## src/capture_compare_unit_pkg.sv

```systemverilog
package capture_compare_unit_pkg;

    localparam int CHANNELS = 16;
    localparam int TIMER_W = 16;
    localparam int STAGGER_DIV = 8;

    // Register offsets
    localparam logic [7:0] OFS_T0_VAL = 8'h00;
    localparam logic [7:0] OFS_T0_REL = 8'h01;
    localparam logic [7:0] OFS_T1_VAL = 8'h02;
    localparam logic [7:0] OFS_T1_REL = 8'h03;
    localparam logic [7:0] OFS_T0_CTRL = 8'h04;
    localparam logic [7:0] OFS_T1_CTRL = 8'h05;
    localparam logic [7:0] OFS_GCTRL = 8'h06;
    localparam logic [7:0] OFS_IRQ_STAT = 8'h07;
    localparam logic [7:0] OFS_IRQ_MASK = 8'h08;
    localparam logic [7:0] OFS_PIN_STATE = 8'h09;
    localparam logic [7:0] OFS_CC_BASE = 8'h10;
    localparam logic [7:0] OFS_MODE_BASE = 8'h20;

    // Timer control fields
    localparam int TC_RUN = 0;
    localparam int TC_SRC_LO = 1;
    localparam int TC_SRC_W = 3;
    // Global control fields
    localparam int GC_STAGGER = 0;

    // Channel mode fields
    localparam int MD_FUNC_LO = 0;
    localparam int MD_FUNC_W = 3;
    localparam int MD_TSEL = 3;
    localparam int MD_ONESHOT = 4;

    localparam logic [15:0] RESET_WORD = 16'h0000;

    // Time base clock source selection
    localparam logic [2:0] SRC_DIV1 = 3'h0;
    localparam logic [2:0] SRC_DIV2 = 3'h1;
    localparam logic [2:0] SRC_DIV4 = 3'h2;
    localparam logic [2:0] SRC_DIV8 = 3'h3;
    localparam logic [2:0] SRC_DIV16 = 3'h4;
    localparam logic [2:0] SRC_EXT_RISE = 3'h5;
    localparam logic [2:0] SRC_GEN_OVF = 3'h6;

    // Channel function
    typedef enum logic [2:0] {
        FN_OFF = 3'h0,
        FN_CAP_RISE = 3'h1,
        FN_CAP_FALL = 3'h2,
        FN_CAP_BOTH = 3'h3,
        FN_CMP0 = 3'h4,
        FN_CMP1 = 3'h5,
        FN_CMP2 = 3'h6,
        FN_CMP3 = 3'h7
    } cc_func_t;

    typedef struct packed {
        logic oneshot;
        logic tsel;
        cc_func_t func;
    } cc_mode_t;

    typedef struct packed {
        logic [TIMER_W-1:0] value;
        logic step;
        logic ovf;
    } tbase_t;

    typedef struct packed {
        logic [7:0] addr;
        logic [15:0] wdata;
        logic wr;
        logic rd;
    } reg_req_t;

endpackage : capture_compare_unit_pkg

```

## src/capture_compare_unit.sv

```systemverilog
`timescale 1ns/10ps
module capture_compare_unit
    import capture_compare_unit_pkg::*;
#(
    parameter int NCH = CHANNELS
) (
    input wire logic ref_clk,
    input wire logic sys_rst,
    input wire logic [7:0] reg_addr,
    input wire logic [15:0] reg_wdata,
    input wire logic reg_wr,
    input wire logic reg_rd,
    output logic [15:0] reg_rdata,
    input wire logic [NCH-1:0] pin_in,
    output logic [NCH-1:0] pin_out,
    output logic [NCH-1:0] pin_oe,
    input wire logic [1:0] ext_count_in,
    input wire logic general_upper_timer_ovf,
    output logic irq
);

    // Elaboration check on channel count
    if (NCH != CHANNELS || NCH % 2 != 0) begin : g_bad_nch
        $error("channel count must be sixteen");
    end

    ////////////////////////////////////////////////////////////////////////
    // Register decode

    reg_req_t req;
    assign req.addr = reg_addr;
    assign req.wdata = reg_wdata;
    assign req.wr = reg_wr;
    assign req.rd = reg_rd;

    logic [15:0] tctrl_r [2];
    logic [15:0] gctrl_r;
    logic [NCH-1:0] stat_r;
    logic [NCH-1:0] mask_r;
    logic [15:0] cc_r [NCH];
    cc_mode_t mode_r [NCH];
    logic [NCH-1:0] pair_r;
    logic [NCH-1:0] cap_ev;
    logic [NCH-1:0] cmp_irq;
    logic [NCH-1:0] pin_r;
    logic [NCH-1:0] pin_d_r;
    logic [15:0] tb_rel [2];
    tbase_t tb [2];

    always_ff @(posedge ref_clk or posedge sys_rst) begin
        if (sys_rst) begin
            tctrl_r[0] <= RESET_WORD;
            tctrl_r[1] <= RESET_WORD;
            gctrl_r <= RESET_WORD;
            mask_r <= '0;
        end else if (req.wr) begin
            case (req.addr)
                OFS_T0_CTRL: tctrl_r[0] <= req.wdata;
                OFS_T1_CTRL: tctrl_r[1] <= req.wdata;
                OFS_GCTRL: gctrl_r <= req.wdata;
                OFS_IRQ_MASK: mask_r <= req.wdata[NCH-1:0];
                default: ;
            endcase
        end
    end

    ////////////////////////////////////////////////////////////////////////
    // Time bases

    genvar t;
    generate
        for (t = 0; t < 2; t++) begin : g_tb
            time_base #(.W(TIMER_W)) u_tb (
                .ref_clk(ref_clk),
                .sys_rst(sys_rst),
                .run(tctrl_r[t][TC_RUN]),
                .src(tctrl_r[t][TC_SRC_LO +: TC_SRC_W]),
                .stagger(gctrl_r[GC_STAGGER]),
                .ext_in(ext_count_in[t]),
                .gen_ovf(general_upper_timer_ovf),
                .wr_val(req.wr &&
                    req.addr == (t == 0 ? OFS_T0_VAL : OFS_T1_VAL)),
                .wr_rel(req.wr &&
                    req.addr == (t == 0 ? OFS_T0_REL : OFS_T1_REL)),
                .wdata(req.wdata),
                .tb(tb[t]),
                .reload_r(tb_rel[t])
            );
        end
    endgenerate

    ////////////////////////////////////////////////////////////////////////
    // Channels

    genvar c;
    generate
        for (c = 0; c < NCH; c++) begin : g_ch
            tbase_t my_tb;
            logic is_cap;
            logic rise;
            logic fall;
            logic trig;
            logic match;
            logic hit_r;
            logic done_r;
            logic act;
            logic wr_cc;
            logic wr_md;
            // Upper channel of a pair drives the lower channel's pin
            localparam int PIN = (c % 2 == 1) ? c - 1 : c;

            assign my_tb = mode_r[c].tsel ? tb[1] : tb[0];
            assign is_cap = mode_r[c].func inside
                {FN_CAP_RISE, FN_CAP_FALL, FN_CAP_BOTH};
            assign rise = pin_in[c] & ~pin_d_r[c];
            assign fall = ~pin_in[c] & pin_d_r[c];
            always_comb begin
                case (mode_r[c].func)
                    FN_CAP_RISE: trig = rise;
                    FN_CAP_FALL: trig = fall;
                    FN_CAP_BOTH: trig = rise | fall;
                    default: trig = 1'b0;
                endcase
            end
            assign cap_ev[c] = trig;
            assign match = !is_cap && mode_r[c].func != FN_OFF &&
                my_tb.step && my_tb.value == cc_r[c];
            // Mode 2 and 3 allow one event per period
            assign act = match && !done_r &&
                !((mode_r[c].func == FN_CMP2 ||
                   mode_r[c].func == FN_CMP3) && hit_r);
            assign cmp_irq[c] = act;
            assign wr_cc = req.wr && req.addr == OFS_CC_BASE + 8'(c);
            assign wr_md = req.wr && req.addr == OFS_MODE_BASE + 8'(c);

            always_ff @(posedge ref_clk or posedge sys_rst) begin
                if (sys_rst) begin
                    cc_r[c] <= RESET_WORD;
                end else if (trig) begin
                    cc_r[c] <= my_tb.value;
                end else if (wr_cc) begin
                    cc_r[c] <= req.wdata;
                end
            end

            always_ff @(posedge ref_clk or posedge sys_rst) begin
                if (sys_rst) begin
                    mode_r[c] <= cc_mode_t'(5'h00);
                    pair_r[c] <= 1'b0;
                end else if (wr_md) begin
                    mode_r[c] <= cc_mode_t'(req.wdata[4:0]);
                    pair_r[c] <= req.wdata[8];
                end
            end

            // Period and one-shot tracking
            always_ff @(posedge ref_clk or posedge sys_rst) begin
                if (sys_rst) begin
                    hit_r <= 1'b0;
                    done_r <= 1'b0;
                end else if (wr_md) begin
                    hit_r <= 1'b0;
                    done_r <= 1'b0;
                end else begin
                    if (my_tb.ovf) begin
                        hit_r <= 1'b0;
                    end else if (act) begin
                        hit_r <= 1'b1;
                    end
                    if (act && mode_r[c].oneshot) begin
                        done_r <= 1'b1;
                    end
                end
            end

            always_ff @(posedge ref_clk or posedge sys_rst) begin
                if (sys_rst) begin
                    pin_d_r[c] <= 1'b0;
                end else begin
                    pin_d_r[c] <= pin_in[c];
                end
            end

            if (c % 2 == 0) begin : g_pin
                logic tog_hi;
                assign tog_hi = pair_r[c] && g_ch[c+1].act;
                always_ff @(posedge ref_clk or posedge sys_rst) begin
                    if (sys_rst) begin
                        pin_r[c] <= 1'b0;
                    end else if (mode_r[c].func == FN_CMP3) begin
                        if (act) begin
                            pin_r[c] <= 1'b1;
                        end else if (my_tb.ovf) begin
                            pin_r[c] <= 1'b0;
                        end
                    end else if ((mode_r[c].func == FN_CMP1 && act) ^
                                 tog_hi) begin
                        pin_r[c] <= ~pin_r[c];
                    end
                end
                assign pin_oe[c] = !is_cap && (mode_r[c].func == FN_CMP1 ||
                    mode_r[c].func == FN_CMP3 || pair_r[c]);
            end else begin : g_pin
                always_ff @(posedge ref_clk or posedge sys_rst) begin
                    if (sys_rst) begin
                        pin_r[c] <= 1'b0;
                    end else if (mode_r[c].func == FN_CMP3) begin
                        if (act) begin
                            pin_r[c] <= 1'b1;
                        end else if (my_tb.ovf) begin
                            pin_r[c] <= 1'b0;
                        end
                    end else if (mode_r[c].func == FN_CMP1 && act &&
                                 !pair_r[PIN]) begin
                        pin_r[c] <= ~pin_r[c];
                    end
                end
                assign pin_oe[c] = !is_cap && !pair_r[PIN] &&
                    (mode_r[c].func == FN_CMP1 ||
                     mode_r[c].func == FN_CMP3);
            end
        end
    endgenerate

    assign pin_out = pin_r;

    ////////////////////////////////////////////////////////////////////////
    // Interrupt status: set beats write-one clear

    always_ff @(posedge ref_clk or posedge sys_rst) begin
        if (sys_rst) begin
            stat_r <= '0;
        end else begin
            stat_r <= (stat_r & ~((req.wr && req.addr == OFS_IRQ_STAT) ?
                req.wdata[NCH-1:0] : '0)) | cap_ev | cmp_irq;
        end
    end

    assign irq = |(stat_r & mask_r);

    ////////////////////////////////////////////////////////////////////////
    // Read port

    always_ff @(posedge ref_clk or posedge sys_rst) begin
        if (sys_rst) begin
            reg_rdata <= 16'h0000;
        end else if (req.rd) begin
            reg_rdata <= 16'h0000;
            if (req.addr >= OFS_CC_BASE && req.addr < OFS_CC_BASE + 8'(NCH))
            begin
                reg_rdata <= cc_r[4'(req.addr - OFS_CC_BASE)];
            end else if (req.addr >= OFS_MODE_BASE &&
                         req.addr < OFS_MODE_BASE + 8'(NCH)) begin
                reg_rdata <= {7'h00,
                    pair_r[4'(req.addr - OFS_MODE_BASE)], 3'h0,
                    mode_r[4'(req.addr - OFS_MODE_BASE)]};
            end else begin
                case (req.addr)
                    OFS_T0_VAL: reg_rdata <= tb[0].value;
                    OFS_T0_REL: reg_rdata <= tb_rel[0];
                    OFS_T1_VAL: reg_rdata <= tb[1].value;
                    OFS_T1_REL: reg_rdata <= tb_rel[1];
                    OFS_T0_CTRL: reg_rdata <= tctrl_r[0];
                    OFS_T1_CTRL: reg_rdata <= tctrl_r[1];
                    OFS_GCTRL: reg_rdata <= gctrl_r;
                    OFS_IRQ_STAT: reg_rdata <= stat_r;
                    OFS_IRQ_MASK: reg_rdata <= mask_r;
                    OFS_PIN_STATE: reg_rdata <= pin_r;
                    default: reg_rdata <= 16'h0000;
                endcase
            end
        end
    end

endmodule : capture_compare_unit

```

## src/time_base.sv

```systemverilog
`timescale 1ns/10ps
module time_base
    import capture_compare_unit_pkg::*;
#(
    parameter int W = TIMER_W
) (
    input wire logic ref_clk,
    input wire logic sys_rst,
    input wire logic run,
    input wire logic [2:0] src,
    input wire logic stagger,
    input wire logic ext_in,
    input wire logic gen_ovf,
    input wire logic wr_val,
    input wire logic wr_rel,
    input wire logic [W-1:0] wdata,
    output tbase_t tb,
    output logic [W-1:0] reload_r
);

    if (W != TIMER_W) begin : g_bad_w
        $error("time_base width must match package");
    end

    logic [3:0] pre_r;
    logic [2:0] stg_r;
    logic ext_d_r;
    logic tick;
    logic [W-1:0] val_r;
    logic step_r;
    logic ovf_r;

    always_ff @(posedge ref_clk or posedge sys_rst) begin
        if (sys_rst) begin
            pre_r <= 4'h0;
            stg_r <= 3'h0;
            ext_d_r <= 1'b0;
        end else begin
            pre_r <= pre_r + 4'h1;
            stg_r <= stg_r + 3'h1;
            ext_d_r <= ext_in;
        end
    end

    // Count tick per selected source
    always_comb begin
        case (src)
            SRC_DIV1: tick = 1'b1;
            SRC_DIV2: tick = (pre_r[0] == 1'b1);
            SRC_DIV4: tick = (pre_r[1:0] == 2'h3);
            SRC_DIV8: tick = (pre_r[2:0] == 3'h7);
            SRC_DIV16: tick = (pre_r == 4'hF);
            SRC_EXT_RISE: tick = ext_in & ~ext_d_r;
            SRC_GEN_OVF: tick = gen_ovf;
            default: tick = 1'b0;
        endcase
        if (stagger && src != SRC_EXT_RISE && src != SRC_GEN_OVF) begin
            tick = tick & (stg_r == 3'h7);
        end
    end

    always_ff @(posedge ref_clk or posedge sys_rst) begin
        if (sys_rst) begin
            val_r <= '0;
            step_r <= 1'b0;
            ovf_r <= 1'b0;
        end else begin
            step_r <= 1'b0;
            ovf_r <= 1'b0;
            if (wr_val) begin
                val_r <= wdata;
            end else if (run && tick) begin
                step_r <= 1'b1;
                if (val_r == '1) begin
                    val_r <= reload_r;
                    ovf_r <= 1'b1;
                end else begin
                    val_r <= val_r + 1'b1;
                end
            end
        end
    end

    always_ff @(posedge ref_clk or posedge sys_rst) begin
        if (sys_rst) begin
            reload_r <= '0;
        end else if (wr_rel) begin
            reload_r <= wdata;
        end
    end

    assign tb.value = val_r;
    assign tb.step = step_r;
    assign tb.ovf = ovf_r;

endmodule : time_base
```

## config.mk

```make
export PLATFORM = sky130hd
export DESIGN_NAME = capture_compare_unit
export DESIGN_NICKNAME = d
export VERILOG_FILES = /design/src/capture_compare_unit_pkg.sv /design/src/capture_compare_unit.sv /design/src/time_base.sv
export SDC_FILE = /design/constraint.sdc
export NUM_CORES = 2
export LEC_CHECK = 0
export BUFFER_PORTS_ARGS = -buffer_cell sky130_fd_sc_hd__buf_2
export CAP_MARGIN = 20
export CORE_MARGIN = 2
export CORE_UTILIZATION = 25
export DETAILED_ROUTE_END_ITERATION = 6
export GPL_ROUTABILITY_DRIVEN = 0
export HOLD_SLACK_MARGIN = 0.06
export PLACE_DENSITY = 0.43
export SYNTH_ARGS = -nofsm -noshare
export SYNTH_HDL_FRONTEND = slang
export SYNTH_SLANG_ARGS = --single-unit
```

## constraint.sdc

```tcl
create_clock -name ref_clk -period 22.5 [get_ports ref_clk]
set_input_delay 2.25 -clock ref_clk [delete_from_list [all_inputs] [get_ports ref_clk]]
set_output_delay 2.25 -clock ref_clk [all_outputs]
set_load 0.02 [all_outputs]
```

==> impl_metrics.env <==
export IMPL_hold_class="register to register"
export IMPL_final_nets=3585
export IMPL_htreeDepth=3
export IMPL_hold_viol_final=0
export IMPL_cp_startpoint="reg_addr[0]"
export IMPL_die_y_um=392.4
export IMPL_layout_commonest_cell="dfrtp_1"
export IMPL_drive_above_1_share_pct=18.93
export IMPL_finalClockSkew_ns=0.03408
export IMPL_die_w_um=392.4
export IMPL_layout_cells_non_filler=5571
export IMPL_wl_um=178600
export IMPL_cp_required_ns=23.05
export IMPL_via_count=31210
export IMPL_r2r_end="g_tb[1].u_tb.val_r[13]"
export IMPL_fin_crit_ns=5.706
export IMPL_root_buffer="clkbuf_16"
export IMPL_synth_cell_types=73
export IMPL_path_clk_slew_ns=0.06
export IMPL_syn_num_nets=3653
export IMPL_syn_inst=3564
export IMPL_hold_buffers=0
export IMPL_crit_path_start_kind="primary input"
export IMPL_syn_avg_cell_area_um2=10.58
export IMPL_dp_hpwl_um=116200
export IMPL_cts_buffers=75
export IMPL_max_freq_mhz=175.2
export IMPL_dp_slack_ns=16.16
export IMPL_hold_path_end="g_tb[0].u_tb.stg_r[0]"
export IMPL_critPathMostFrequentCell="buf_4"
export IMPL_hp_start="g_tb[0].u_tb.stg_r[0]"
export IMPL_ant_nets=0
export IMPL_path_class="primary input to register"
export IMPL_met1_usage_pct=33.37
export IMPL_cts_tree="yes"
export IMPL_crit_family="simple AND/OR/NAND/NOR gates"
export IMPL_cp_max_fo=41
export IMPL_drv_slew=0
export IMPL_grt_usage_pct=22.90
export IMPL_die_area_um2=154000
export IMPL_arrival_ns=6.26
export IMPL_holdPathStages=1
export IMPL_design_portCount=96
export IMPL_power_density_nw_per_um2=98.65
export IMPL_route_detailed_drc=0
export IMPL_post_dp_cell_area_um2=40210
export IMPL_relSlewSlack_pct=22.85
export IMPL_rr_worst_depth=8
export IMPL_grt_pass1_vias=30080
export IMPL_drtPass1Iterations=6
export IMPL_clock_path_buffers=3
export IMPL_grt_util_met3_pct=4.037
export IMPL_drtIter0Drc=3859
export IMPL_synthesis_area_um2=37710
export IMPL_crit_path_cell_trace="buf_6, buf_4, buf_4, nor4_4, buf_4, and3_1, nor2_1, a32oi_1, o21ai_1"
export IMPL_cp_slowest_cell="nor4_4"
export IMPL_final_area_um2=42700
export IMPL_power_mw=4.212
export IMPL_power_leakage_nw=17.71
export IMPL_worst_slack_ns=16.79
export IMPL_viasPerCell=5.601
export IMPL_port_buffers=95
export IMPL_areaGrowthSynthToFinish_pct=13.24
export IMPL_status="finished clean"
export IMPL_rsz0062_at_grt="false"
export IMPL_top_usage_layer="met1"
export IMPL_initial_core_util_pct=25.18
export IMPL_grt_pass1_wl_um=249400
export IMPL_setup_tns_final_ns=0
export IMPL_core_um2=149800
export IMPL_ys_async_sr_fraction_pct=100.0
export IMPL_fin_crit_sh_pct=25.36
export IMPL_peakVddDrop_mv=0.05302
export IMPL_cts_resized_gates=0
export IMPL_endpoint_kind="register"
export IMPL_synth_edf_count=0
export IMPL_rows=142
export IMPL_final_cell_mix="dfrtp_1, mux2i_1, a21oi_1"
export IMPL_cap_violations=0
export IMPL_synth_seq_cells=596
export IMPL_clk_latency_ns=0.70
export IMPL_overflow=0
export IMPL_tightest_slew_ns=1.157
export IMPL_setup_viol_count_final=0
export IMPL_ys_warn_count=0
export IMPL_ys_seq_area_share_pct=39.55
export IMPL_wl_per_cell_um=32.06
export IMPL_grt_use_met2_pct=33.09
export IMPL_reg2reg_from="g_tb[1].u_tb.val_r[0]"
export IMPL_path_buf_inv=4
export IMPL_grt_max_degree=109
export IMPL_antenna_found_initial=23
export IMPL_clock_sinks=596
export IMPL_synth_top_flop_cell="dfrtp_1"
export IMPL_dp_cells=5434
export IMPL_cts_setup_buffers=0
export IMPL_r2r_setup_slack_ns=18.87
export IMPL_slowest_delay_ns=0.94
## worst max-delay path by stage
stage	to	slack (ns)	cells after the start
CTS	g_tb[0].u_tb.val_r[10]	16.90	9
floorplan	cc_r[0]	3.57	1
global route	g_tb[0].u_tb.val_r[2]	16.52	9
detailed placement	g_tb[0].u_tb.val_r[10]	16.16	9
global placement	g_tb[0].u_tb.val_r[6]	16.26	9
finish	g_tb[0].u_tb.val_r[10]	16.79	9
## cell type report
cell class | instances | area [um2]
Antenna cell | 5 | 12.51
Timing Repair Buffer | 189 | 1264
Tap cell | 2016 | 2522
Fill cell | 15650 | 107100
Multi-Input combinational cell | 2561 | 21220
Clock buffer | 120 | 2270
Clock inverter | 11 | 192.7
Sequential cell | 596 | 14940
Inverter | 73 | 281.5
## report_power, final
group	switching (mW)	internal, mW
logic	0.718	0.564
clock network	0.528	0.735
registers	0.362	1.30
## state kept, by name, indices dropped and copies added (netlist names), 32 cells and up
register / cells
mode_r: 80
tctrl_r: 32
g_tb.u_tb.val_r: 32
g_tb.u_tb.reload_r: 32
cc_r: 256
## per-stage QoR
stage | util (%) | hold WS, ns
after floorplan | - | 0.4006
after global placement | 26.81 | 0.4121
after detailed placement | 26.85 | 0.4197
after CTS | 28.49 | 0.4281
after global routing | 28.50 | 0.4430
final | 28.51 | 0.4238
## layer usage
metal / routed length [um] / vias to the layer above
met5: 59 / -
met4: 7748 / 10
met3: 14580 / 326
met2: 75680 / 1450
met1: 80570 / 16320
li1: - / 13100
## synth_stat cells, types with 20 or more instances
library cell / instances / share of area (%)
dfrtp_1: 596 / 40
mux2i_1: 421 / 11
a21oi_1: 278 / 3.7
xnor2_1: 254 / 5.9
clkbuf_1: 230 / 2.3
mux2_2: 208 / 6.2
and3_1: 177 / 2.9
nand2_1: 163 / 1.6
a211oi_1: 162 / 3.2
nor2_1: 145 / 1.4
mux4_2: 110 / 6.6
buf_2: 75 / 1.0
inv_1: 73 / 0.73
nand3_1: 57 / 0.76
nor4_1: 56 / 0.93
o21ai_0: 43 / 0.57
ha_1: 42 / 1.4
a221oi_1: 33 / 0.77
a22o_1: 27 / 0.63
nor3_1: 27 / 0.36
a31oi_1: 22 / 0.36
a22oi_1: 21 / 0.42
a211o_1: 20 / 0.46
## kinds of logic (layout without fill, tap and decap cells)
family / after synthesis / in the layout / synth area share [%]
mux: 758 / 758 / 24.52
other cells: 0 / 5 / 0
flops: 596 / 596 / 39.55
xor+xnor: 270 / 270 / 6.271
buf+inv: 407 / 393 / 4.499
fa+ha+maj: 42 / 42 / 1.394
simple gates: 753 / 753 / 10.71
compound gates: 738 / 738 / 13.05
Note: power is estimated with default switching activity, not from simulation.
